--- src/bsd_defines.svh ---
`ifndef BSD_DEFINES_SVH
`define BSD_DEFINES_SVH
// Instruction opcodes
`define BSD_OP_EXTEST      4'h0
`define BSD_OP_IDCODE      4'h1
`define BSD_OP_SAMPLE      4'h2
`define BSD_OP_DEVRST      4'hC
`define BSD_OP_BYPASS      4'hF
// Value captured into the instruction shifter
`define BSD_IR_CAPTURE     4'h1
// Identification word field positions
`define BSD_ID_VER_MSB     31
`define BSD_ID_VER_LSB     28
`define BSD_ID_PART_MSB    27
`define BSD_ID_PART_LSB    12
`define BSD_ID_MFR_MSB     11
`define BSD_ID_MFR_LSB     1
`define BSD_ID_MARK_BIT    0
// Core control and status register
`define BSD_ADDR_CCSR      8'h00
`define BSD_CCSR_DIS_BIT   7
`define BSD_CCSR_FLAG_BIT  4
`define BSD_DIS_RESET      1'b0
`define BSD_FLAG_RESET     1'b0
`define BSD_DIS_WINDOW     3'h4
// Timing
`define BSD_CLK_NS         10
`define BSD_TOUT0_US       4
`define BSD_TOUT1_US       8
`define BSD_TOUT2_US       16
`define BSD_TOUT3_US       32
`define BSD_US2CYC(us)     (((us) * 1000) / `BSD_CLK_NS)
`endif

--- src/bsd_pkg.sv ---
package bsd_pkg;
`include "bsd_defines.svh"
   typedef enum logic [15:0] {
      TAP_TLR   = 16'h0001,
      TAP_RTI   = 16'h0002,
      TAP_SELDR = 16'h0004,
      TAP_CAPDR = 16'h0008,
      TAP_SHDR  = 16'h0010,
      TAP_EX1DR = 16'h0020,
      TAP_PADR  = 16'h0040,
      TAP_EX2DR = 16'h0080,
      TAP_UPDR  = 16'h0100,
      TAP_SELIR = 16'h0200,
      TAP_CAPIR = 16'h0400,
      TAP_SHIR  = 16'h0800,
      TAP_EX1IR = 16'h1000,
      TAP_PAIR  = 16'h2000,
      TAP_EX2IR = 16'h4000,
      TAP_UPIR  = 16'h8000
   } bsd_tap_state_e;
   typedef logic [3:0] bsd_instr_t;
endpackage : bsd_pkg

--- src/bsd_tap_if.sv ---
`timescale 1ns/100ps
interface bsd_tap_if;
   import bsd_pkg::*;
   logic           tck_rise;
   logic           tms;
   logic           hold;
   bsd_tap_state_e state;
   modport ctrl (input tck_rise, input tms, input hold, output state);
   modport user (output tck_rise, output tms, output hold, input state);
endinterface : bsd_tap_if

--- src/bsd_tap_fsm.sv ---
`timescale 1ns/100ps
module bsd_tap_fsm
   import bsd_pkg::*;
(
   input wire logic clk,         // System clock
   input wire logic rstn,        // Async reset, active low
   bsd_tap_if.ctrl  tap          // Test clock edge, mode select, state
);
   bsd_tap_state_e state;
   bsd_tap_state_e next_state;

   // Sixteen-state controller, one step per test clock rise
   always_comb begin
      next_state = state;
      if (tap.hold) begin
         next_state = TAP_TLR;
      end else if (tap.tck_rise) begin
         case (state)
            TAP_TLR:   next_state = tap.tms ? TAP_TLR   : TAP_RTI;
            TAP_RTI:   next_state = tap.tms ? TAP_SELDR : TAP_RTI;
            TAP_SELDR: next_state = tap.tms ? TAP_SELIR : TAP_CAPDR;
            TAP_CAPDR: next_state = tap.tms ? TAP_EX1DR : TAP_SHDR;
            TAP_SHDR:  next_state = tap.tms ? TAP_EX1DR : TAP_SHDR;
            TAP_EX1DR: next_state = tap.tms ? TAP_UPDR  : TAP_PADR;
            TAP_PADR:  next_state = tap.tms ? TAP_EX2DR : TAP_PADR;
            TAP_EX2DR: next_state = tap.tms ? TAP_UPDR  : TAP_SHDR;
            TAP_UPDR:  next_state = tap.tms ? TAP_SELDR : TAP_RTI;
            TAP_SELIR: next_state = tap.tms ? TAP_TLR   : TAP_CAPIR;
            TAP_CAPIR: next_state = tap.tms ? TAP_EX1IR : TAP_SHIR;
            TAP_SHIR:  next_state = tap.tms ? TAP_EX1IR : TAP_SHIR;
            TAP_EX1IR: next_state = tap.tms ? TAP_UPIR  : TAP_PAIR;
            TAP_PAIR:  next_state = tap.tms ? TAP_EX2IR : TAP_PAIR;
            TAP_EX2IR: next_state = tap.tms ? TAP_UPIR  : TAP_SHIR;
            TAP_UPIR:  next_state = tap.tms ? TAP_SELDR : TAP_RTI;
            default:   next_state = TAP_TLR;
         endcase
      end
   end

   // State register, power-on reset or hold returns it to reset state
   always_ff @(posedge clk or negedge rstn) begin
      if (!rstn) begin
         state <= TAP_TLR;
      end else begin
         state <= next_state;
      end
   end

   assign tap.state = state;

   // Controller checks
   a_tlr_stays: assert property (@(posedge clk) disable iff (!rstn)
      tap.tck_rise && tap.tms && !tap.hold && state == TAP_TLR |=> state == TAP_TLR)
      else $error("controller left test-logic-reset with mode select high");
   a_cap_to_shift: assert property (@(posedge clk) disable iff (!rstn)
      tap.tck_rise && !tap.tms && !tap.hold && state == TAP_CAPDR |=> state == TAP_SHDR)
      else $error("capture-dr did not advance to shift-dr");
endmodule : bsd_tap_fsm

--- src/bsd_top.sv ---
// Summary of operation
// - Chain drives and samples every pin
// - Identification instruction selected after power-up
// - Reset puts all pin outputs high-impedance, except under EXTEST
// - Reset from pin or reset instruction
// - EXTEST drives latches onto pins immediately
// - SAMPLE captures pins without disturbing core
// - Port works only if fuse set, disable clear
// - Scan runs on the system clock, stepped by test clock edges
// - Bypass is one stage, captures zero
// - Identification bits 31:28 hold version
// - Version is revision modulo sixteen
// - Identification bits 27:12 hold part number
// - Bits 11:1 manufacturer, bit 0 one
// - Reset register one equals reset pin low
// - Reset held while reset instruction is selected and reset register is one
// - Fuse-selected time-out after reset register clears
// - Reset register acts unlatched, immediately
// - Four-bit instructions: 0,1,2,C,F
// - All shifters move least significant first
// - Reset instruction never resets the controller
// - Reset-register reset sets source flag
`timescale 1ns/100ps
module bsd_top
   import bsd_pkg::*;
#(
   parameter int          N_PINS      = 8,         // Boundary pins incl. analog interface points
   parameter int          SILICON_REV = 0,         // Revision index, 0 = first
   parameter logic [15:0] PART_NUMBER = 16'h5A3C,  // Arbitrary value
   parameter logic [10:0] MFR_CODE    = 11'h2B5    // Arbitrary value
)(
   input  wire logic              clk,          // System clock, 100 MHz
   input  wire logic              rstn,         // Power-on reset, active low
   input  wire logic              tck,          // Test clock pin
   input  wire logic              tms,          // Test mode select pin
   input  wire logic              tdi,          // Test data in pin
   output logic                   tdo,          // Test data out
   output logic                   tdo_oe,       // Test data out enable
   input  wire logic              ext_rst_n,    // External reset pin, active low
   input  wire logic              test_port_enable_fuse, // Port enable fuse
   input  wire logic [1:0]        clk_opt_fuse, // Clock option fuses, pick time-out
   output logic                   core_rst_n,   // Reset to the core, active low
   input  wire logic [N_PINS-1:0] core_out,     // Core output data
   input  wire logic [N_PINS-1:0] core_oe,      // Core output enables
   output logic [N_PINS-1:0]      core_in,      // Pin levels to the core
   input  wire logic [N_PINS-1:0] pad_in,       // Pin input levels
   output logic [N_PINS-1:0]      pad_out,      // Pin output data
   output logic [N_PINS-1:0]      pad_oe,       // Pin output enables
   input  wire logic [7:0]        reg_addr,     // Register address
   input  wire logic [7:0]        reg_wdata,    // Register write data
   input  wire logic              reg_wr,       // Write strobe
   input  wire logic              reg_rd,       // Read strobe
   output logic [7:0]             reg_rdata     // Read data, cycle after strobe
);
   localparam int         CHAIN = 3 * N_PINS;
   localparam logic [3:0] VERSION = 4'(SILICON_REV % 16);
   localparam logic [31:0] ID_WORD = {VERSION, PART_NUMBER, MFR_CODE, 1'b1};
   localparam logic [11:0] TOUT0 = 12'(`BSD_US2CYC(`BSD_TOUT0_US));
   localparam logic [11:0] TOUT1 = 12'(`BSD_US2CYC(`BSD_TOUT1_US));
   localparam logic [11:0] TOUT2 = 12'(`BSD_US2CYC(`BSD_TOUT2_US));
   localparam logic [11:0] TOUT3 = 12'(`BSD_US2CYC(`BSD_TOUT3_US));

   logic tck_s1, tck_s2, tck_s3, tms_s1, tms_s2, tdi_s1, tdi_s2;
   logic xr_s1, xr_s2, fz_s1, fz_s2;
   logic [N_PINS-1:0] pad_s1, pad_s2;
   logic tck_rise, tck_fall, tap_en;

   // Two-stage synchronisers for every pin input except the clock option fuses
   always_ff @(posedge clk or negedge rstn) begin
      if (!rstn) begin
         {tck_s1, tck_s2, tck_s3} <= 3'h0;
         {tms_s1, tms_s2, tdi_s1, tdi_s2} <= 4'hF;
         {xr_s1, xr_s2, fz_s1, fz_s2} <= 4'hC;
         pad_s1 <= '0;
         pad_s2 <= '0;
      end else begin
         tck_s1 <= tck;
         tck_s2 <= tck_s1;
         tck_s3 <= tck_s2;
         tms_s1 <= tms;
         tms_s2 <= tms_s1;
         tdi_s1 <= tdi;
         tdi_s2 <= tdi_s1;
         xr_s1  <= ext_rst_n;
         xr_s2  <= xr_s1;
         fz_s1  <= test_port_enable_fuse;
         fz_s2  <= fz_s1;
         pad_s1 <= pad_in;
         pad_s2 <= pad_s1;
      end
   end

   // Test clock edges found by the system clock
   assign tck_rise = tck_s2 && !tck_s3;
   assign tck_fall = !tck_s2 && tck_s3;

   bsd_tap_if tap ();
   assign tap.tck_rise = tck_rise;
   assign tap.tms      = tms_s2;
   assign tap.hold     = !tap_en;

   // Controller, reset only by power-on reset, disable or fuse clear
   bsd_tap_fsm u_fsm (
      .clk  (clk),
      .rstn (rstn),
      .tap  (tap)
   );

   bsd_tap_state_e st;
   assign st = tap.state;

   logic [3:0]       ir_shift, next_ir_shift;
   bsd_instr_t       ir, next_ir;
   logic             bypass, next_bypass;
   logic [31:0]      id_shift, next_id_shift;
   logic             rst_cell, next_rst_cell;
   logic [CHAIN-1:0] chain, next_chain, cap_vec;
   logic [N_PINS-1:0] out_lat, next_out_lat, oe_lat, next_oe_lat, lat_d, lat_e;
   logic             next_tdo, next_tdo_oe;
   logic             sel_extest, sel_bsc;

   assign sel_extest = (ir == `BSD_OP_EXTEST);
   assign sel_bsc    = sel_extest || (ir == `BSD_OP_SAMPLE);

   // Per pin cells: input level, output data, output control
   genvar gi;
   generate
      for (gi = 0; gi < N_PINS; gi++) begin : g_cell
         assign cap_vec[3*gi+2:3*gi] = {core_oe[gi], core_out[gi], pad_s2[gi]};
         assign lat_d[gi] = chain[3*gi+1];
         assign lat_e[gi] = chain[3*gi+2];
      end
   endgenerate

   // Instruction and data shifters, tdo on the falling edge
   always_comb begin
      next_ir_shift = ir_shift;
      next_ir       = ir;
      next_bypass   = bypass;
      next_id_shift = id_shift;
      next_rst_cell = rst_cell;
      next_chain    = chain;
      next_out_lat  = out_lat;
      next_oe_lat   = oe_lat;
      next_tdo      = tdo;
      next_tdo_oe   = tdo_oe;
      if (!tap_en) begin
         next_ir     = `BSD_OP_IDCODE;
         next_tdo_oe = 1'b0;
      end else if (tck_rise) begin
         if (st == TAP_TLR)
            next_ir = `BSD_OP_IDCODE;
         if (st == TAP_CAPIR)
            next_ir_shift = `BSD_IR_CAPTURE;
         if (st == TAP_SHIR)
            next_ir_shift = {tdi_s2, ir_shift[3:1]};
         if (st == TAP_CAPDR) begin
            if (ir == `BSD_OP_IDCODE)
               next_id_shift = ID_WORD;
            else if (sel_bsc)
               next_chain = cap_vec;
            else if (ir != `BSD_OP_DEVRST)
               next_bypass = 1'b0;
         end
         if (st == TAP_SHDR) begin
            if (ir == `BSD_OP_IDCODE)
               next_id_shift = {tdi_s2, id_shift[31:1]};
            else if (sel_bsc)
               next_chain = {tdi_s2, chain[CHAIN-1:1]};
            else if (ir == `BSD_OP_DEVRST)
               next_rst_cell = tdi_s2;
            else
               next_bypass = tdi_s2;
         end
      end else if (tck_fall) begin
         if (st == TAP_UPIR)
            next_ir = ir_shift;
         if (st == TAP_UPDR && sel_bsc) begin
            next_out_lat = lat_d;
            next_oe_lat  = lat_e;
         end
         next_tdo_oe = (st == TAP_SHIR) || (st == TAP_SHDR);
         if (st == TAP_SHIR)
            next_tdo = ir_shift[0];
         else if (ir == `BSD_OP_IDCODE)
            next_tdo = id_shift[0];
         else if (sel_bsc)
            next_tdo = chain[0];
         else if (ir == `BSD_OP_DEVRST)
            next_tdo = rst_cell;
         else
            next_tdo = bypass;
      end
   end

   always_ff @(posedge clk or negedge rstn) begin
      if (!rstn) begin
         ir_shift <= `BSD_IR_CAPTURE;
         ir       <= `BSD_OP_IDCODE;
         bypass   <= 1'b0;
         id_shift <= '0;
         rst_cell <= 1'b0;
         chain    <= '0;
         out_lat  <= '0;
         oe_lat   <= '0;
         tdo      <= 1'b0;
         tdo_oe   <= 1'b0;
      end else begin
         ir_shift <= next_ir_shift;
         ir       <= next_ir;
         bypass   <= next_bypass;
         id_shift <= next_id_shift;
         rst_cell <= next_rst_cell;
         chain    <= next_chain;
         out_lat  <= next_out_lat;
         oe_lat   <= next_oe_lat;
         tdo      <= next_tdo;
         tdo_oe   <= next_tdo_oe;
      end
   end

   // Reset request, time-out and source flag
   logic        rst_by_reg, rst_req, core_rst;
   logic [11:0] tout, cnt, next_cnt;
   logic        dis, next_dis, flag, next_flag, arm_val, next_arm_val;
   logic [2:0]  arm_cnt, next_arm_cnt;
   logic [7:0]  next_rdata;
   logic        ccsr_wr;

   assign rst_by_reg = (ir == `BSD_OP_DEVRST) && rst_cell;
   assign rst_req    = !xr_s2 || rst_by_reg;
   assign core_rst   = rst_req || (cnt != 12'h000);
   assign tap_en     = fz_s2 && !dis;
   assign ccsr_wr    = reg_wr && (reg_addr == `BSD_ADDR_CCSR);

   always_comb begin
      case (clk_opt_fuse)
         2'h0:    tout = TOUT0;
         2'h1:    tout = TOUT1;
         2'h2:    tout = TOUT2;
         default: tout = TOUT3;
      endcase
   end

   always_comb begin
      next_cnt     = cnt;
      next_dis     = dis;
      next_flag    = flag;
      next_arm_val = arm_val;
      next_arm_cnt = arm_cnt;
      next_rdata   = 8'h00;
      if (rst_req)
         next_cnt = tout;
      else if (cnt != 12'h000)
         next_cnt = cnt - 12'h001;
      if (arm_cnt != 3'h0)
         next_arm_cnt = arm_cnt - 3'h1;
      if (ccsr_wr) begin
         if (arm_cnt != 3'h0 && reg_wdata[`BSD_CCSR_DIS_BIT] == arm_val) begin
            next_dis     = arm_val;
            next_arm_cnt = 3'h0;
         end else begin
            next_arm_val = reg_wdata[`BSD_CCSR_DIS_BIT];
            next_arm_cnt = `BSD_DIS_WINDOW;
         end
         if (!reg_wdata[`BSD_CCSR_FLAG_BIT])
            next_flag = 1'b0;
      end
      if (rst_by_reg)
         next_flag = 1'b1;
      if (reg_rd && reg_addr == `BSD_ADDR_CCSR) begin
         next_rdata[`BSD_CCSR_DIS_BIT]  = dis;
         next_rdata[`BSD_CCSR_FLAG_BIT] = flag;
      end
   end

   always_ff @(posedge clk or negedge rstn) begin
      if (!rstn) begin
         cnt       <= 12'h000;
         dis       <= `BSD_DIS_RESET;
         flag      <= `BSD_FLAG_RESET;
         arm_val   <= 1'b0;
         arm_cnt   <= 3'h0;
         reg_rdata <= 8'h00;
      end else begin
         cnt       <= next_cnt;
         dis       <= next_dis;
         flag      <= next_flag;
         arm_val   <= next_arm_val;
         arm_cnt   <= next_arm_cnt;
         reg_rdata <= next_rdata;
      end
   end

   // Pin multiplexing: test latches under EXTEST, else core
   assign core_rst_n = !core_rst;
   assign core_in    = pad_s2;
   assign pad_out    = sel_extest ? out_lat : core_out;
   assign pad_oe     = sel_extest ? oe_lat : (core_rst ? '0 : core_oe);

   // Checks
   a_rst_hiz: assert property (@(posedge clk) disable iff (!rstn)
      core_rst && !sel_extest |-> pad_oe == '0)
      else $error("pins driven during reset");
   a_rst_cause: assert property (@(posedge clk) disable iff (!rstn)
      (!xr_s2 || (ir == `BSD_OP_DEVRST && rst_cell)) |-> !core_rst_n)
      else $error("reset request did not reset core");
   a_extest_drive: assert property (@(posedge clk) disable iff (!rstn)
      ir == `BSD_OP_EXTEST |-> pad_out == out_lat && pad_oe == oe_lat)
      else $error("extest not driving latches");
   a_sample_quiet: assert property (@(posedge clk) disable iff (!rstn)
      ir == `BSD_OP_SAMPLE && !core_rst |-> pad_out == core_out && pad_oe == core_oe)
      else $error("sample disturbed pins");
   a_port_off: assert property (@(posedge clk) disable iff (!rstn)
      !tap_en ##1 !tap_en |-> !tdo_oe && st == TAP_TLR)
      else $error("disabled port active");
   a_bypass_zero: assert property (@(posedge clk) disable iff (!rstn)
      tck_rise && tap_en && st == TAP_CAPDR && ir == `BSD_OP_BYPASS |=> !bypass)
      else $error("bypass did not capture zero");
   a_id_capture: assert property (@(posedge clk) disable iff (!rstn)
      tck_rise && tap_en && st == TAP_CAPDR && ir == `BSD_OP_IDCODE |=> id_shift == ID_WORD && id_shift[0])
      else $error("identification word not captured");
   a_ir_lsb: assert property (@(posedge clk) disable iff (!rstn)
      tck_rise && tap_en && st == TAP_SHIR |=> ir_shift[3] == $past(tdi_s2) && ir_shift[2:0] == $past(ir_shift[3:1]))
      else $error("instruction shift order wrong");
   a_rst_timeout: assert property (@(posedge clk) disable iff (!rstn)
      $fell(rst_req) |-> (cnt == tout) ##0 (!core_rst_n) [*8])
      else $error("reset released before time-out");
   a_flag_set: assert property (@(posedge clk) disable iff (!rstn)
      rst_by_reg |=> flag)
      else $error("reset source flag not set");
   a_tlr_idcode: assert property (@(posedge clk) disable iff (!rstn)
      tck_rise && tap_en && st == TAP_TLR |=> ir == `BSD_OP_IDCODE)
      else $error("idcode not selected in reset state");

   c_extest: cover property (@(posedge clk) disable iff (!rstn) ir == `BSD_OP_EXTEST && tck_fall && st == TAP_UPDR);
   c_devrst: cover property (@(posedge clk) disable iff (!rstn) $fell(rst_by_reg) ##1 core_rst);
   c_idshift: cover property (@(posedge clk) disable iff (!rstn) st == TAP_SHDR && ir == `BSD_OP_IDCODE && tdo_oe);
   c_dis_set: cover property (@(posedge clk) disable iff (!rstn) $rose(dis));
endmodule : bsd_top

--- config.mk ---
export PLATFORM = sky130hd
export DESIGN_NAME = bsd_top
export DESIGN_NICKNAME = d
export VERILOG_FILES = /design/src/bsd_pkg.sv /design/src/bsd_tap_if.sv /design/src/bsd_tap_fsm.sv /design/src/bsd_top.sv
export VERILOG_INCLUDE_DIRS = /design/src /design/src/src
export SDC_FILE = /design/constraint.sdc
export NUM_CORES = 1
export LEC_CHECK = 0
export BUFFER_PORTS_ARGS = -buffer_cell sky130_fd_sc_hd__buf_2
export CAP_MARGIN = 20
export CORE_MARGIN = 2
export CORE_UTILIZATION = 45
export CTS_BUF_LIST = sky130_fd_sc_hd__clkbuf_8
export CTS_CLUSTER_DIAMETER = 100
export DETAILED_ROUTE_END_ITERATION = 8
export MAX_ROUTING_LAYER = met4
export PLACE_DENSITY_LB_ADDON = 0.1
export SLEW_MARGIN = 25
export SYNTH_ARGS = -nofsm -noshare
export SYNTH_HDL_FRONTEND = slang
export SYNTH_SLANG_ARGS = --single-unit
--- constraint.sdc ---
create_clock -name clk -period 3.5 [get_ports clk]
set_clock_uncertainty 0.1 [all_clocks]
set_input_delay 0.175 -clock clk [delete_from_list [all_inputs] [get_ports clk]]
set_output_delay 0.175 -clock clk [all_outputs]
set_load 0.05 [all_outputs]
==> impl_metrics.env <==
export IMPL_status="finished clean"
export IMPL_cts_tree="done"
export IMPL_tightest_slew_ns=1.018
export IMPL_clkPwrFrac_pct=36.0
export IMPL_power_density_nw_per_um2=450.9
export IMPL_htree_num_levels=4
export IMPL_grt_usage_pct=20.11
export IMPL_drt_wl_total_um=14410
export IMPL_final_cell_mix="138 x dfrtp_1, 72 x buf_2, 48 x nor2_1, 38 x nand2_1, 34 x dlygate4sd3_1"
export IMPL_overflow=0
export IMPL_cts_resized=0
export IMPL_wl_per_cell_um=16.33
export IMPL_nets=744
export IMPL_dp_cells=816
export IMPL_worst_hold_slack_ns=0.04827
export IMPL_worst_r2r_cell_count=5
export IMPL_async_flop_share_pct=100.0
export IMPL_cp_max_fo=8
export IMPL_cts_sinks=147
export IMPL_drc_errors=0
export IMPL_drt_pass1_iter_count=5
export IMPL_antenna_found_initial=0
export IMPL_holdCritStartpoint="clk_opt_fuse[0]"
export IMPL_synth_cell_types=58
export IMPL_hold_violations=0
export IMPL_cts_root_buf="clkbuf_8"
export IMPL_hold_class="in -> reg"
export IMPL_setup_tns_ns=0
export IMPL_synth_seq_area_share_pct=56.47
export IMPL_clock_fmax_ghz=0.3130
export IMPL_setup_violations=0
export IMPL_drive_above_1_share_pct=23.93
export IMPL_ioPinCount=86
export IMPL_finalCriticalPeriod_ns=3.195
export IMPL_crit_start="cnt[4]$_DFFE_PN0N_"
export IMPL_grt_pass1_vias=4954
export IMPL_grt_start_max_net_pins=82
export IMPL_synth_seq_cells=147
export IMPL_synth_edf_count=0
export IMPL_mostFrequentLayoutCell="dfrtp_1"
export IMPL_internal_power_mw=2.571
export IMPL_whs_path_depth=4
export IMPL_viasPerCell=5.604
export IMPL_ant_nets=0
export IMPL_fp_dieH_um=124.5
export IMPL_p_sw_mw=0.9484
export IMPL_max_slew_margin_pct=31.88
export IMPL_report_final_slew_viol_count=0
export IMPL_initial_core_util_pct=45.47
export IMPL_grt_pass1_wl_um=24530
export IMPL_swShare_pct=26.95
export IMPL_syn_avg_cell_area_sq_um=11.28
export IMPL_synthToLayoutAreaGrowth_pct=19.46
export IMPL_rr_startpoint="u_fsm.tap.state[2]$_DFFE_PN0P_"
export IMPL_rows=44
export IMPL_p_seq_share_pct=51.9
export IMPL_drt_iter0_drc=365
export IMPL_final_cells=882
export IMPL_pwr_share_comb_pct=12.1
export IMPL_synthesis_yosys_warnings=0
export IMPL_leakagePower_nw=3.515
export IMPL_clk_latency_ns=0.44
export IMPL_core_sq_um=14370
export IMPL_peakVddDrop_uv=290.3
export IMPL_cap_violations=0
export IMPL_cts_buffer_depth=2
export IMPL_syn_area_sq_um=6534
export IMPL_critical_path_class="reg -> out"
export IMPL_start_kind="register"
export IMPL_clk_pin_slew_ns=0.08
export IMPL_critPathCaptureType="primary output"
export IMPL_cts_buffers=17
export IMPL_critPathArrivalTime_ns=2.92
export IMPL_diodes=0
export IMPL_io_buffer_count=73
export IMPL_synth_cells=579
export IMPL_synthFlopType="dfrtp_1"
export IMPL_finalCritPeriodShare_pct=91.28
export IMPL_vias=4943
export IMPL_dieArea_sq_um=15500
export IMPL_worstPathRequired_ns=3.22
export IMPL_place_hpwl_um=9182
export IMPL_fillers=1262
export IMPL_rsz0062_at_grt="false"
export IMPL_die_x_um=124.5
export IMPL_place_congestion=0.9117
-- sequential cells by signal, summed over array words and instances (netlist names), 8 cells and up --
signal,flops
pad_s1,8
oe_lat,8
core_in,8
id_shift,32
cnt,12
out_lat,8
u_fsm.tap.state,16
chain,24
-- through the flow --
stage	utilization (%)	setup WS (ns)	power [mW]	cell area [sq um]
4_1_cts	54.32	0.2946	3.560	7805
3_5_place_dp	49.33	0.7818	2.256	7088
2_1_floorplan	-	0.8124	2.125	6553
5_1_grt	54.32	0.1872	3.710	7805
3_3_place_gp	49.33	0.7627	2.242	7088
6_report	54.32	0.3052	3.519	7805
-- power groups by stage --
stage | sequential [mW] | clock [mW] | combinational (mW)
global route | 1.84 | 1.39 | 0.482
detailed placement | 1.86 | 0 | 0.399
CTS | 1.82 | 1.30 | 0.431
floorplan | 1.86 | 0 | 0.263
finish | 1.83 | 1.27 | 0.426
global placement | 1.85 | 0 | 0.387
-- worst max-delay path, cell delays in order (launching register included) --
cell     delay (ns)
dfrtp_1        0.43
or4_1          0.59
or4_1          0.65
nor3_2         0.20
buf_4          0.20
a22o_1         0.15
buf_2          0.26
-- layer usage --
metal / wire, um / global-route usage, %
met1: 6761 / 26.63
met5: 0 / -
met3: 605 / 4.338
met4: 288 / 7.997
met2: 6750 / 30.44
-- cell usage after synthesis (all sizes together), types with 2 or more instances --
cell | number | share of area (%)
a21o | 2 | 0.23
a21oi | 31 | 2.4
a221oi | 2 | 0.27
a22o | 30 | 4.0
a22oi | 2 | 0.23
a32o | 2 | 0.31
and2 | 3 | 0.29
and3 | 2 | 0.19
buf | 14 | 1.4
clkbuf | 23 | 1.3
dfrtp | 138 | 53
dfstp | 9 | 3.6
ha | 8 | 1.5
inv | 12 | 0.69
mux2 | 27 | 4.7
mux2i | 2 | 0.31
nand2 | 38 | 2.2
nand2b | 8 | 0.77
nand3 | 7 | 0.54
nand4 | 7 | 0.67
nand4b | 2 | 0.27
nor2 | 49 | 2.8
nor2b | 5 | 0.48
nor3 | 13 | 1.1
nor3b | 2 | 0.23
nor4 | 10 | 1.7
nor4b | 6 | 0.90
o21ai | 25 | 1.9
o22a | 15 | 2.0
o22ai | 28 | 2.7
o31ai | 5 | 0.57
or2 | 3 | 0.29
or3 | 6 | 0.57
or4 | 11 | 1.4
or4b | 4 | 0.61
xnor2 | 10 | 1.3
xor2 | 6 | 0.80
-- final cells by class --
type / instances / area, sq um / area share (%)
sequential: 147 / 3690 / 47.27
multi-input combinational: 388 / 2649 / 33.94
timing repair buffer: 119 / 814.5 / 10.44
clock buffer: 17 / 234.0 / 2.998
tap: 184 / 230.2 / 2.950
clock inverter: 15 / 142.6 / 1.828
inverter: 12 / 45.04 / 0.5771
-- kinds of logic after synthesis --
kind of cell	synth area share, %
mux	4.960
compound gates	15.84
other cells	0.05739
fa+ha+maj	1.532
flops	56.47
simple gates	15.55
buf+inv	3.447
xor+xnor	2.145
-- path summary, 6_finish.rpt --
kind | end | slack (ns)
max | pad_oe[6] | 0.31
min | cnt[5]$_DFFE_PN0N_ | 0.05
max reg2reg | id_shift[31]$_DFFE_PN0P_ | 0.70
min reg2reg | fz_s2$_DFF_PN0_ | 0.25
max in group asynchronous | ir[0]$_DFFE_PN1P_ | 2.26
min in group asynchronous | u_fsm.tap.state[8]$_DFFE_PN0P_ | 0.18
-- repair_timing --
action | 4_1_cts | 5_1_grt
hold endpoints to repair | 100 | 0
endpoints found under the setup margin | 0 | 0
hold buffers | 34 | 0
setup buffers | 0 | 0
No activity file was read; power rests on OpenSTA's default activity.
